<file path="src/pt_defines.svh">
// Register map, field positions and constants for the paired timer
`ifndef PT_DEFINES_SVH
`define PT_DEFINES_SVH
`define PT_ADDR_LCON 12'h000
`define PT_ADDR_UCON 12'h004
`define PT_ADDR_LPER 12'h008
`define PT_ADDR_UPER 12'h00c
`define PT_ADDR_LCNT 12'h010
`define PT_ADDR_UCNT 12'h014
`define PT_ADDR_STAT 12'h018
`define PT_CON_MASK 16'ha37a
`define PT_PER_RESET 16'hffff
`define PT_B_RUN 15
`define PT_B_IDLE 13
`define PT_B_ESRC_HI 9
`define PT_B_ESRC_LO 8
`define PT_B_GATE 6
`define PT_B_PS_HI 5
`define PT_B_PS_LO 4
`define PT_B_WIDTH 3
`define PT_B_CSRC 1
`define PT_PS_1 8'h00
`define PT_PS_8 8'h07
`define PT_PS_64 8'h3f
`define PT_PS_256 8'hff
`endif

</file>
<file path="src/pt_pkg.sv">
// Types shared by the paired timer modules
package pt_pkg;
	typedef enum logic [1:0] {
		PT_SRC_SECONDARY_OSC_CLOCK = 2'b00,
		PT_SRC_PARTNER = 2'b01,
		PT_SRC_LOW_POWER_RC_CLOCK = 2'b10,
		PT_SRC_GENERIC = 2'b11
	} pt_src_e;
	typedef enum logic [1:0] {
		PT_MODE_STOP = 2'b00,
		PT_MODE_COUNT = 2'b01,
		PT_MODE_GATED = 2'b10
	} pt_mode_e;
endpackage : pt_pkg

</file>
<file path="src/pt_tick_if.sv">
// Tick and control bundle between the top and a prescaler
`timescale 1ns/10ps
interface pt_tick_if;
	logic enable;
	logic restart;
	logic [1:0] ratio;
	logic raw_tick;
	logic tick;
	modport top (output enable, output restart, output ratio, output raw_tick, input tick);
	modport pre (input enable, input restart, input ratio, input raw_tick, output tick);
endinterface : pt_tick_if

</file>
<file path="src/pt_prescaler.sv">
// Prescaler dividing a raw tick by 1, 8, 64 or 256
`timescale 1ns/10ps
`include "pt_defines.svh"
module pt_prescaler (
	input wire logic clk_sys,
	input wire logic rst,
	pt_tick_if.pre tk
);
	logic [7:0] cnt_reg;
	logic [7:0] cnt_next;
	logic [7:0] limit;
	logic tick_reg;
	assign limit = (tk.ratio == 2'b11) ? `PT_PS_256 : (tk.ratio == 2'b10) ? `PT_PS_64 :
		(tk.ratio == 2'b01) ? `PT_PS_8 : `PT_PS_1;
	assign cnt_next = (cnt_reg >= limit) ? 8'h00 : cnt_reg + 8'h01;
	assign tk.tick = tick_reg;
	always_ff @(posedge clk_sys) begin
		if (rst || tk.restart) begin
			cnt_reg <= 8'h00;
			tick_reg <= 1'b0;
		end else begin
			tick_reg <= tk.enable && tk.raw_tick && (cnt_reg >= limit);
			if (tk.enable && tk.raw_tick)
				cnt_reg <= cnt_next;
		end
	end
	AST_PS_ONE: assert property (@(posedge clk_sys) disable iff (rst)
		(tk.ratio == 2'b00 && tk.enable && tk.raw_tick && !tk.restart && cnt_reg == 8'h00) |=> tk.tick)
		else $error("Divide by one missed a tick");
	AST_PS_RESTART: assert property (@(posedge clk_sys) disable iff (rst)
		tk.restart |=> (cnt_reg == 8'h00 && !tk.tick))
		else $error("Prescaler not restarted");
endmodule : pt_prescaler

</file>
<file path="src/pt_sync.sv">
// Two-flop synchroniser for an asynchronous level
`timescale 1ns/10ps
module pt_sync (
	input wire logic clk_sys,
	input wire logic rst,
	input wire logic din,
	output logic dout
);
	logic meta_reg;
	logic sync_reg;
	assign dout = sync_reg;
	always_ff @(posedge clk_sys) begin
		if (rst) begin
			meta_reg <= 1'b0;
			sync_reg <= 1'b0;
		end else begin
			meta_reg <= din;
			sync_reg <= meta_reg;
		end
	end
endmodule : pt_sync

</file>
<file path="src/pt_timer.sv">
// Paired 16/32-bit timer with APB register access
`timescale 1ns/10ps
`include "pt_defines.svh"
module pt_timer (
	input wire logic clk_sys,
	input wire logic rst,
	input wire logic psel,
	input wire logic penable,
	input wire logic pwrite,
	input wire logic [11:0] paddr,
	input wire logic [31:0] pwdata,
	output logic [31:0] prdata,
	output logic pready,
	output logic pslverr,
	input wire logic idle_mode,
	input wire logic generic_ext_clock_input,
	input wire logic partner_ext_clock_input,
	input wire logic low_power_rc_clock,
	input wire logic secondary_osc_clock,
	input wire logic lower_gate_input,
	input wire logic upper_gate_input,
	output logic lower_match_flag,
	output logic upper_match_flag,
	output logic converter_trigger
);
	// Clock and gate pins: six inputs synchronised
	logic s_gen, s_par, s_low_power_rc_clock, s_secondary_osc_clock, s_lg, s_ug;
	pt_sync u_s0 (.clk_sys(clk_sys), .rst(rst), .din(generic_ext_clock_input), .dout(s_gen));
	pt_sync u_s1 (.clk_sys(clk_sys), .rst(rst), .din(partner_ext_clock_input), .dout(s_par));
	pt_sync u_s2 (.clk_sys(clk_sys), .rst(rst), .din(low_power_rc_clock), .dout(s_low_power_rc_clock));
	pt_sync u_s3 (.clk_sys(clk_sys), .rst(rst), .din(secondary_osc_clock), .dout(s_secondary_osc_clock));
	pt_sync u_s4 (.clk_sys(clk_sys), .rst(rst), .din(lower_gate_input), .dout(s_lg));
	pt_sync u_s5 (.clk_sys(clk_sys), .rst(rst), .din(upper_gate_input), .dout(s_ug));

	// Registers
	logic [15:0] lower_timer_control_reg, upper_timer_control_reg;
	logic [15:0] lower_period_reg, upper_period_word_reg;
	logic [15:0] lower_count_reg, upper_count_reg;
	logic [15:0] lower_count_next, upper_count_next;
	logic lower_flag_reg, upper_flag_reg, trig_reg;
	logic [31:0] prdata_reg;
	logic pready_reg;
	logic pslverr_reg;
	logic [3:0] edge_prev_reg;
	logic lg_prev_reg, ug_prev_reg;
	logic pt_tick_half_reg;

	// Bus decode: writes land at the access edge, when pready is sampled high
	wire setup_ph = psel && !penable;
	wire acc_ph = psel && penable && pready_reg;
	wire wr_l = acc_ph && pwrite && paddr == `PT_ADDR_LCON;
	wire wr_u = acc_ph && pwrite && paddr == `PT_ADDR_UCON;
	wire wr_lp = acc_ph && pwrite && paddr == `PT_ADDR_LPER;
	wire wr_up = acc_ph && pwrite && paddr == `PT_ADDR_UPER;
	wire wr_lc = acc_ph && pwrite && paddr == `PT_ADDR_LCNT;
	wire wr_uc = acc_ph && pwrite && paddr == `PT_ADDR_UCNT;
	wire wr_st = acc_ph && pwrite && paddr == `PT_ADDR_STAT;
	wire addr_ok = paddr == `PT_ADDR_LCON || paddr == `PT_ADDR_UCON || paddr == `PT_ADDR_LPER ||
		paddr == `PT_ADDR_UPER || paddr == `PT_ADDR_LCNT || paddr == `PT_ADDR_UCNT || paddr == `PT_ADDR_STAT;
	wire [15:0] wdat = pwdata[15:0] & `PT_CON_MASK;

	// Control fields
	wire pair32 = lower_timer_control_reg[`PT_B_WIDTH];
	// upper fields replaced by lower ones in 32-bit mode
	wire [15:0] ucon = pair32 ? lower_timer_control_reg : upper_timer_control_reg;
	wire l_run = lower_timer_control_reg[`PT_B_RUN] && !(idle_mode && lower_timer_control_reg[`PT_B_IDLE]);
	wire u_run = ucon[`PT_B_RUN] && !(idle_mode && ucon[`PT_B_IDLE]);
	wire l_ext = lower_timer_control_reg[`PT_B_CSRC];
	wire u_ext = ucon[`PT_B_CSRC];
	wire l_gated = !l_ext && lower_timer_control_reg[`PT_B_GATE];
	wire u_gated = !u_ext && ucon[`PT_B_GATE];

	// Source select and rising-edge detect on synchronised clocks
	wire [3:0] src_now = {s_gen, s_low_power_rc_clock, s_par, s_secondary_osc_clock};
	wire [3:0] src_rise = src_now & ~edge_prev_reg;
	function automatic logic pick(input logic [1:0] sel, input logic [3:0] r);
		case (pt_pkg::pt_src_e'(sel))
			pt_pkg::PT_SRC_GENERIC: pick = r[3];
			pt_pkg::PT_SRC_LOW_POWER_RC_CLOCK: pick = r[2];
			pt_pkg::PT_SRC_PARTNER: pick = r[1];
			pt_pkg::PT_SRC_SECONDARY_OSC_CLOCK: pick = r[0];
			default: pick = 1'b0;
		endcase
	endfunction : pick
	wire l_ext_tick = pick(lower_timer_control_reg[`PT_B_ESRC_HI:`PT_B_ESRC_LO], src_rise);
	wire u_ext_tick = pick(ucon[`PT_B_ESRC_HI:`PT_B_ESRC_LO], src_rise);
	// Internal rate is system oscillator/2: one pulse every other cycle
	wire l_gate_ok = !l_gated || s_lg;
	wire u_gate_ok = !u_gated || (pair32 ? s_lg : s_ug);
	wire l_raw = (l_ext ? l_ext_tick : pt_tick_half_reg) && l_gate_ok;
	wire u_raw = (u_ext ? u_ext_tick : pt_tick_half_reg) && u_gate_ok;

	pt_tick_if l_tk ();
	pt_tick_if u_tk ();
	assign l_tk.enable = l_run;
	assign l_tk.restart = wr_l && lower_timer_control_reg[`PT_B_RUN];
	assign l_tk.ratio = lower_timer_control_reg[`PT_B_PS_HI:`PT_B_PS_LO];
	assign l_tk.raw_tick = l_raw;
	assign u_tk.enable = u_run && !pair32;
	assign u_tk.restart = wr_u && upper_timer_control_reg[`PT_B_RUN] && !pair32;
	assign u_tk.ratio = ucon[`PT_B_PS_HI:`PT_B_PS_LO];
	assign u_tk.raw_tick = u_raw;
	pt_prescaler u_pl (.clk_sys(clk_sys), .rst(rst), .tk(l_tk.pre));
	pt_prescaler u_pu (.clk_sys(clk_sys), .rst(rst), .tk(u_tk.pre));

	// Counting and period match
	wire l_tick = l_tk.tick;
	wire u_tick = u_tk.tick;
	wire [31:0] cnt32 = {upper_count_reg, lower_count_reg};
	wire [31:0] per32 = {upper_period_word_reg, lower_period_reg};
	wire match32 = pair32 && l_tick && cnt32 == per32;
	wire match_l = !pair32 && l_tick && lower_count_reg == lower_period_reg;
	wire match_u = !pair32 && u_tick && upper_count_reg == upper_period_word_reg;
	wire [31:0] cnt32_inc = cnt32 + 32'h0000_0001;
	wire lg_fall = l_gated && lg_prev_reg && !s_lg;
	wire ug_fall = !pair32 && u_gated && ug_prev_reg && !s_ug;

	always_comb begin
		lower_count_next = lower_count_reg;
		upper_count_next = upper_count_reg;
		if (pair32) begin
			if (match32) begin
				lower_count_next = 16'h0000;
				upper_count_next = 16'h0000;
			end else if (l_tick) begin
				lower_count_next = cnt32_inc[15:0];
				upper_count_next = cnt32_inc[31:16];
			end
		end else begin
			if (match_l)
				lower_count_next = 16'h0000;
			else if (l_tick)
				lower_count_next = lower_count_reg + 16'h0001;
			if (match_u)
				upper_count_next = 16'h0000;
			else if (u_tick)
				upper_count_next = upper_count_reg + 16'h0001;
		end
		if (wr_lc)
			lower_count_next = pwdata[15:0];
		if (wr_uc)
			upper_count_next = pwdata[15:0];
	end

	// Flags: status write of one clears, a new event wins
	wire l_evt = match_l || (lg_fall && !pair32);
	wire u_evt = match_u || match32 || ug_fall || (lg_fall && pair32);
	wire [31:0] rd_mux = (paddr == `PT_ADDR_LCON) ? {16'h0000, lower_timer_control_reg} :
		(paddr == `PT_ADDR_UCON) ? {16'h0000, upper_timer_control_reg} :
		(paddr == `PT_ADDR_LPER) ? {16'h0000, lower_period_reg} :
		(paddr == `PT_ADDR_UPER) ? {16'h0000, upper_period_word_reg} :
		(paddr == `PT_ADDR_LCNT) ? {16'h0000, lower_count_reg} :
		(paddr == `PT_ADDR_UCNT) ? {16'h0000, upper_count_reg} :
		(paddr == `PT_ADDR_STAT) ? {30'h0000_0000, upper_flag_reg, lower_flag_reg} : 32'h0000_0000;

	always_ff @(posedge clk_sys) begin
		if (rst) begin
			lower_timer_control_reg <= 16'h0000;
			upper_timer_control_reg <= 16'h0000;
			lower_period_reg <= `PT_PER_RESET;
			upper_period_word_reg <= `PT_PER_RESET;
			lower_count_reg <= 16'h0000;
			upper_count_reg <= 16'h0000;
			edge_prev_reg <= 4'h0;
			lg_prev_reg <= 1'b0;
			ug_prev_reg <= 1'b0;
			pt_tick_half_reg <= 1'b0;
		end else begin
			if (wr_l)
				lower_timer_control_reg <= wdat;
			if (wr_u)
				upper_timer_control_reg <= wdat & ~(16'h0001 << `PT_B_WIDTH);
			if (wr_lp)
				lower_period_reg <= pwdata[15:0];
			if (wr_up)
				upper_period_word_reg <= pwdata[15:0];
			lower_count_reg <= lower_count_next;
			upper_count_reg <= upper_count_next;
			edge_prev_reg <= src_now;
			lg_prev_reg <= s_lg;
			ug_prev_reg <= s_ug;
			pt_tick_half_reg <= !pt_tick_half_reg;
		end
	end

	always_ff @(posedge clk_sys) begin
		if (rst) begin
			lower_flag_reg <= 1'b0;
			upper_flag_reg <= 1'b0;
			trig_reg <= 1'b0;
			prdata_reg <= 32'h0000_0000;
			pready_reg <= 1'b0;
			pslverr_reg <= 1'b0;
		end else begin
			lower_flag_reg <= l_evt || (lower_flag_reg && !(wr_st && pwdata[0]));
			upper_flag_reg <= u_evt || (upper_flag_reg && !(wr_st && pwdata[1]));
			trig_reg <= match32 || match_u;
			pready_reg <= setup_ph;
			pslverr_reg <= setup_ph && !addr_ok;
			if (setup_ph && !pwrite)
				prdata_reg <= rd_mux;
		end
	end

	assign prdata = prdata_reg;
	assign pready = pready_reg;
	assign pslverr = pslverr_reg;
	assign lower_match_flag = lower_flag_reg;
	assign upper_match_flag = upper_flag_reg;
	assign converter_trigger = trig_reg;

	AST_MATCH_CLEARS: assert property (@(posedge clk_sys) disable iff (rst)
		(match_l && !wr_lc) |=> (lower_count_reg == 16'h0000 && lower_match_flag))
		else $error("Lower match did not clear count");
	AST_PAIR_FLAG: assert property (@(posedge clk_sys) disable iff (rst)
		match32 |=> (upper_match_flag && converter_trigger && !$rose(lower_match_flag)))
		else $error("Pair match not on upper flag");
	AST_CARRY: assert property (@(posedge clk_sys) disable iff (rst)
		(pair32 && l_tick && !match32 && lower_count_reg == 16'hffff && !wr_lc && !wr_uc)
		|=> upper_count_reg == $past(upper_count_reg) + 16'h0001)
		else $error("Low word wrap did not carry");
	AST_STOPPED: assert property (@(posedge clk_sys) disable iff (rst)
		(!lower_timer_control_reg[`PT_B_RUN] && !wr_lc) |=> $stable(lower_count_reg))
		else $error("Stopped lower timer counted");
	AST_IDLE: assert property (@(posedge clk_sys) disable iff (rst)
		(idle_mode && lower_timer_control_reg[`PT_B_IDLE]) |-> !l_tk.enable ##1 !l_tk.tick)
		else $error("Timer ran in idle");
	AST_UPPER_IGNORED: assert property (@(posedge clk_sys) disable iff (rst)
		pair32 |-> !u_tk.enable)
		else $error("Upper control acted in pair mode");
	AST_RESERVED: assert property (@(posedge clk_sys) disable iff (rst)
		((lower_timer_control_reg | upper_timer_control_reg) & ~`PT_CON_MASK) == 16'h0000)
		else $error("Unimplemented bit set");
	AST_GATE_FALL: assert property (@(posedge clk_sys) disable iff (rst)
		(lg_fall && !pair32) |=> lower_match_flag)
		else $error("Gate fall missed flag");
	AST_INT_HALF: assert property (@(posedge clk_sys) disable iff (rst)
		(!l_ext && !l_gated && $past(!l_ext && !l_gated) && !$past(rst)) |-> (l_raw != $past(l_raw)))
		else $error("Internal clock not half rate");
	AST_TRIG_SRC: assert property (@(posedge clk_sys) disable iff (rst)
		$rose(converter_trigger) |-> $past(match32 || match_u))
		else $error("Trigger from wrong timer");
endmodule : pt_timer

</file>
<file path="config.mk">
export PLATFORM = sky130hd
export DESIGN_NAME = pt_timer
export DESIGN_NICKNAME = d
export VERILOG_FILES = /design/src/pt_pkg.sv /design/src/pt_tick_if.sv /design/src/pt_prescaler.sv /design/src/pt_sync.sv /design/src/pt_timer.sv
export VERILOG_INCLUDE_DIRS = /design/src
export SDC_FILE = /design/constraint.sdc
export NUM_CORES = 1
export LEC_CHECK = 0
export BUFFER_PORTS_ARGS = -buffer_cell sky130_fd_sc_hd__buf_2
export CELL_PAD_IN_SITES_DETAIL_PLACEMENT = 0
export CELL_PAD_IN_SITES_GLOBAL_PLACEMENT = 1
export CORE_MARGIN = 5
export CORE_UTILIZATION = 43
export DETAILED_ROUTE_END_ITERATION = 7
export MAX_ROUTING_LAYER = met4
export PLACE_DENSITY_LB_ADDON = 0.2
export SKIP_CTS_REPAIR_TIMING = 1
export SYNTH_ARGS = -nofsm -noshare
export SYNTH_HDL_FRONTEND = slang
export SYNTH_SLANG_ARGS = --single-unit
</file>
<file path="constraint.sdc">
create_clock -name clk_sys -period 6.4 [get_ports clk_sys]
set_clock_uncertainty 0.05 [all_clocks]
set_input_delay 0.64 -clock clk_sys [delete_from_list [all_inputs] [get_ports clk_sys]]
set_output_delay 0.64 -clock clk_sys [all_outputs]
set_load 0.02 [all_outputs]
</file>
==> impl_metrics.csv <==
group,metric,value,unit
run_status,outcome,"completed",
synth,netlist_area,7720,um^2
drt,first_pass_iters,5,
min_path,hold_start,"lower_gate_input",
pwr,p_comb_share,5.3,%
global_route,track_usage,23.5,%
min_path,hold_path.class,"in2reg",
timing,setup_violations,0,
clocking,cts_tree,"yes",
timing,worst_pin_slew,1.18,ns
pwr,p_clk_share,49.6,%
critical_path,worstPathCellList,"buf_4, mux2i_1, mux2i_1, a222oi_1, a2111oi_2, o21ai_0, o21ai_2, nor2_1",
critical_path,cp-end-kind,"register",
placed_design,hpwlAfterDp,16.8,mm
global_route,grt_max_degree,69,
floorplanning,die_w,144,um
pwr,p_int,1.44,mW
timing,slew_viol_final,0,
synth,synthArstFlopShare,0,%
pwr,finalPower,1.98,mW
critical_path,crit_arrival,3.86,ns
pwr,peakVddDrop,0.169,mV
critical_path,crit_slowest_cell,"a2111oi_2",
clocking,clk_latency,0.44,ns
synth,synth_edf_count,0,
clocking,clk_pin_slew_worst_paths,0.07,ns
global_route,grt_pass1_vias,6432,
synth,syn_avg_cell_area,8.40,um^2
cells_and_area,area.growth.synth_to_final,12.1,%
critical_path,cp_data_required_time,6.66,ns
critical_path,r2r_end,"u_pu.cnt_reg[2]",
clocking,cts-root-buf,"clkbuf_16",
pwr,cellPowerDensity,228,nW/um^2
critical_path,cpLargestDelayFamily,"compound AO/OA/AOI/OAI gates",
synth,synth_area_leaders,"dfxtp_1, nor2_1, mux2i_1",
critical_path,reg2reg_depth,8,
global_route,met1_usage,33.0,%
synth,synth_common_cells,"dfxtp_1, nor2_1, nand2_1, clkbuf_1, nor2b_1",
placed_design,port-buffer-count,60,
global_route,antenna_found_initial,1,
clocking,clk_path_buf_depth,2,
pwr,p_sw,0.542,mW
global_route,gr-total-overflow,0,
floorplanning,initial_core_util,43.3,%
run,cap_violations,0,
clocking,clkSinkCount,139,
global_route,top_usage_layer,"met2",
floorplanning,num_io_pins,93,
cells_and_area,multi_input_area,4550,um^2
pwr,p_sw_share,27.4,%
cells_and_area,drive_gt1_share,13.6,%
global_route,grt_pass1_wl,36.5,mm
timing,rsz0062_at_grt,"false",
min_path,holdPathEnd,"u_s4.meta_reg",
synth,yosysWarnings,0,
timing,final_hold_viol_count,0,
critical_path,crit_type,"reg2reg",
drt,drt_iter0_markers,638,
critical_path,cp_max_fo,11,
placed_design,pre_cts_slack,2.55,ns
cells_and_area,nets,1015,
clocking,cts_buffers,17,
critical_path,cp-start-kind,"register",
pwr,p_leak,3.13,nW
timing,maxSlewHeadroom,20.9,%
placed_design,place.gp.congestion,0.894,
drt,drc,0,
drt,routed_wl,23.4,mm
synth,netlist.area_leader.share,36.0,%
min_path,whs_path_depth,2,
timing,setup_tns,0,ns
timing,setup_slack,2.80,ns
drt,detail_route.wl_per_cell,19.7,um
critical_path,ff2ff_setup_slack,2.80,ns
floorplanning,die_h,144,um
synth,synth.most_common_cell,"dfxtp_1",
critical_path,critical_path.reg2reg.startpoint,"lower_timer_control_reg[3]",
clocking,htreeDepth,4,
global_route,grtUsageMet2,34.9,%
critical_path,crit_top_cell,"mux2i_1",
cells_and_area,register_area,2780,um^2
timing,clock.fmax,0.278,GHz
synth,ys_ff_latch,139,
cells_and_area,num-fill-cells,1753,
drt,vias,6966,
floorplanning,dieArea,20700,um^2
drt,final_antenna_net_count,0,
synth,synthFlopType,"dfxtp_1",
synth,syn_inst,920,
cells_and_area,diodes,0,
timing,fin_crit_sh,56.3,%
synth,ys_types,74,
timing,finalCriticalPeriod,3.60,ns
critical_path,crit_buf_inv,1,
cells_and_area,fin_util,48.6,%
floorplanning,rows,49,
pwr,seqPwrFrac,45.1,%
drt,via_per_inst,5.86,
critical_path,max_stage_delay,0.97,ns
global_route,met3_usage,3.94,%
synth,ys_seq_area_share,36.0,%
floorplanning,core-area,17800,um^2
synth,yosysTopAreaCell,"dfxtp_1",
## layer usage
metal | vias to the layer above | routed length (um)
li1 | 3394 | -
met1 | 3333 | 11100
met2 | 220 | 10500
met3 | 19 | 1380
met4 | 0 | 350
met5 | - | 0
## through the flow
step	hold slack, ns	instance area [um^2]	cells
after detailed placement	0.374	8070	1156
after floorplan	0.363	7780	935
after CTS	0.346	8660	1188
after global placement	0.366	8070	1156
final	0.358	8660	1188
after global routing	0.345	8660	1188
## worst max path at each step
stage,end,cells after the start,start
global route,u_pu.cnt_reg[2],8,lower_timer_control_reg[3]
floorplan,lower_period_reg[14],8,paddr[9]
finish,u_pu.cnt_reg[2],8,lower_timer_control_reg[3]
detailed placement,u_pl.cnt_reg[3],8,paddr[9]
CTS,u_pu.cnt_reg[2],8,lower_timer_control_reg[3]
global placement,u_pl.cnt_reg[0],8,paddr[9]
## worst reg2reg max path: cells and delay by family, from the launching register on
kind	cells	cell delay, ns
mux	2	0.55
simple gates	1	0.09
buf+inv	1	0.31
compound gates	4	1.87
flops	1	0.61
## layout make-up
type / instances / area share, %
Timing Repair Buffer: 71 / 4.45
Tap cell: 229 / 3.31
Clock inverter: 15 / 1.89
Multi-Input combinational cell: 698 / 52.5
Sequential cell: 139 / 32.1
Clock buffer: 17 / 4.91
Inverter: 19 / 0.823
## logic make-up after synthesis
kind of cell             synth area share (%)
AO/OA/AOI/OAI                            19.6
XOR/XNOR                                 5.78
adder cells (fa/ha/maj)                  2.11
buffers and inverters                    6.04
flip-flops                               36.0
multiplexers                             5.12
other                                  0.0486
AND/OR/NAND/NOR                          25.3
## cell usage in the layout, fill, tap and decap left out, types with 14 or more instances in the layout
cell type  count
mux2i_1       35
nand3_1       34
nor2b_1       41
o21ai_0       33
a211o_1       32
nor4_1        14
nand2_1       55
xor2_1        34
nor3_1        21
and3_1        27
nand4_1       14
dfxtp_1      139
clkbuf_16     17
a221oi_1      15
inv_1         18
xnor2_1       17
nor2_1       101
buf_2         59
conb_1        16
a21oi_1       35
## power groups by stage
stage / sequential, mW / combinational [mW] / clock [mW]
after floorplan: 0.907 / 0.0718 / 0
after global placement: 0.912 / 0.104 / 0
after detailed placement: 0.913 / 0.104 / 0
after CTS: 0.893 / 0.105 / 1.00
after global routing: 0.895 / 0.115 / 1.04
final: 0.893 / 0.105 / 0.980
Note: power is estimated with default switching activity, not from simulation.
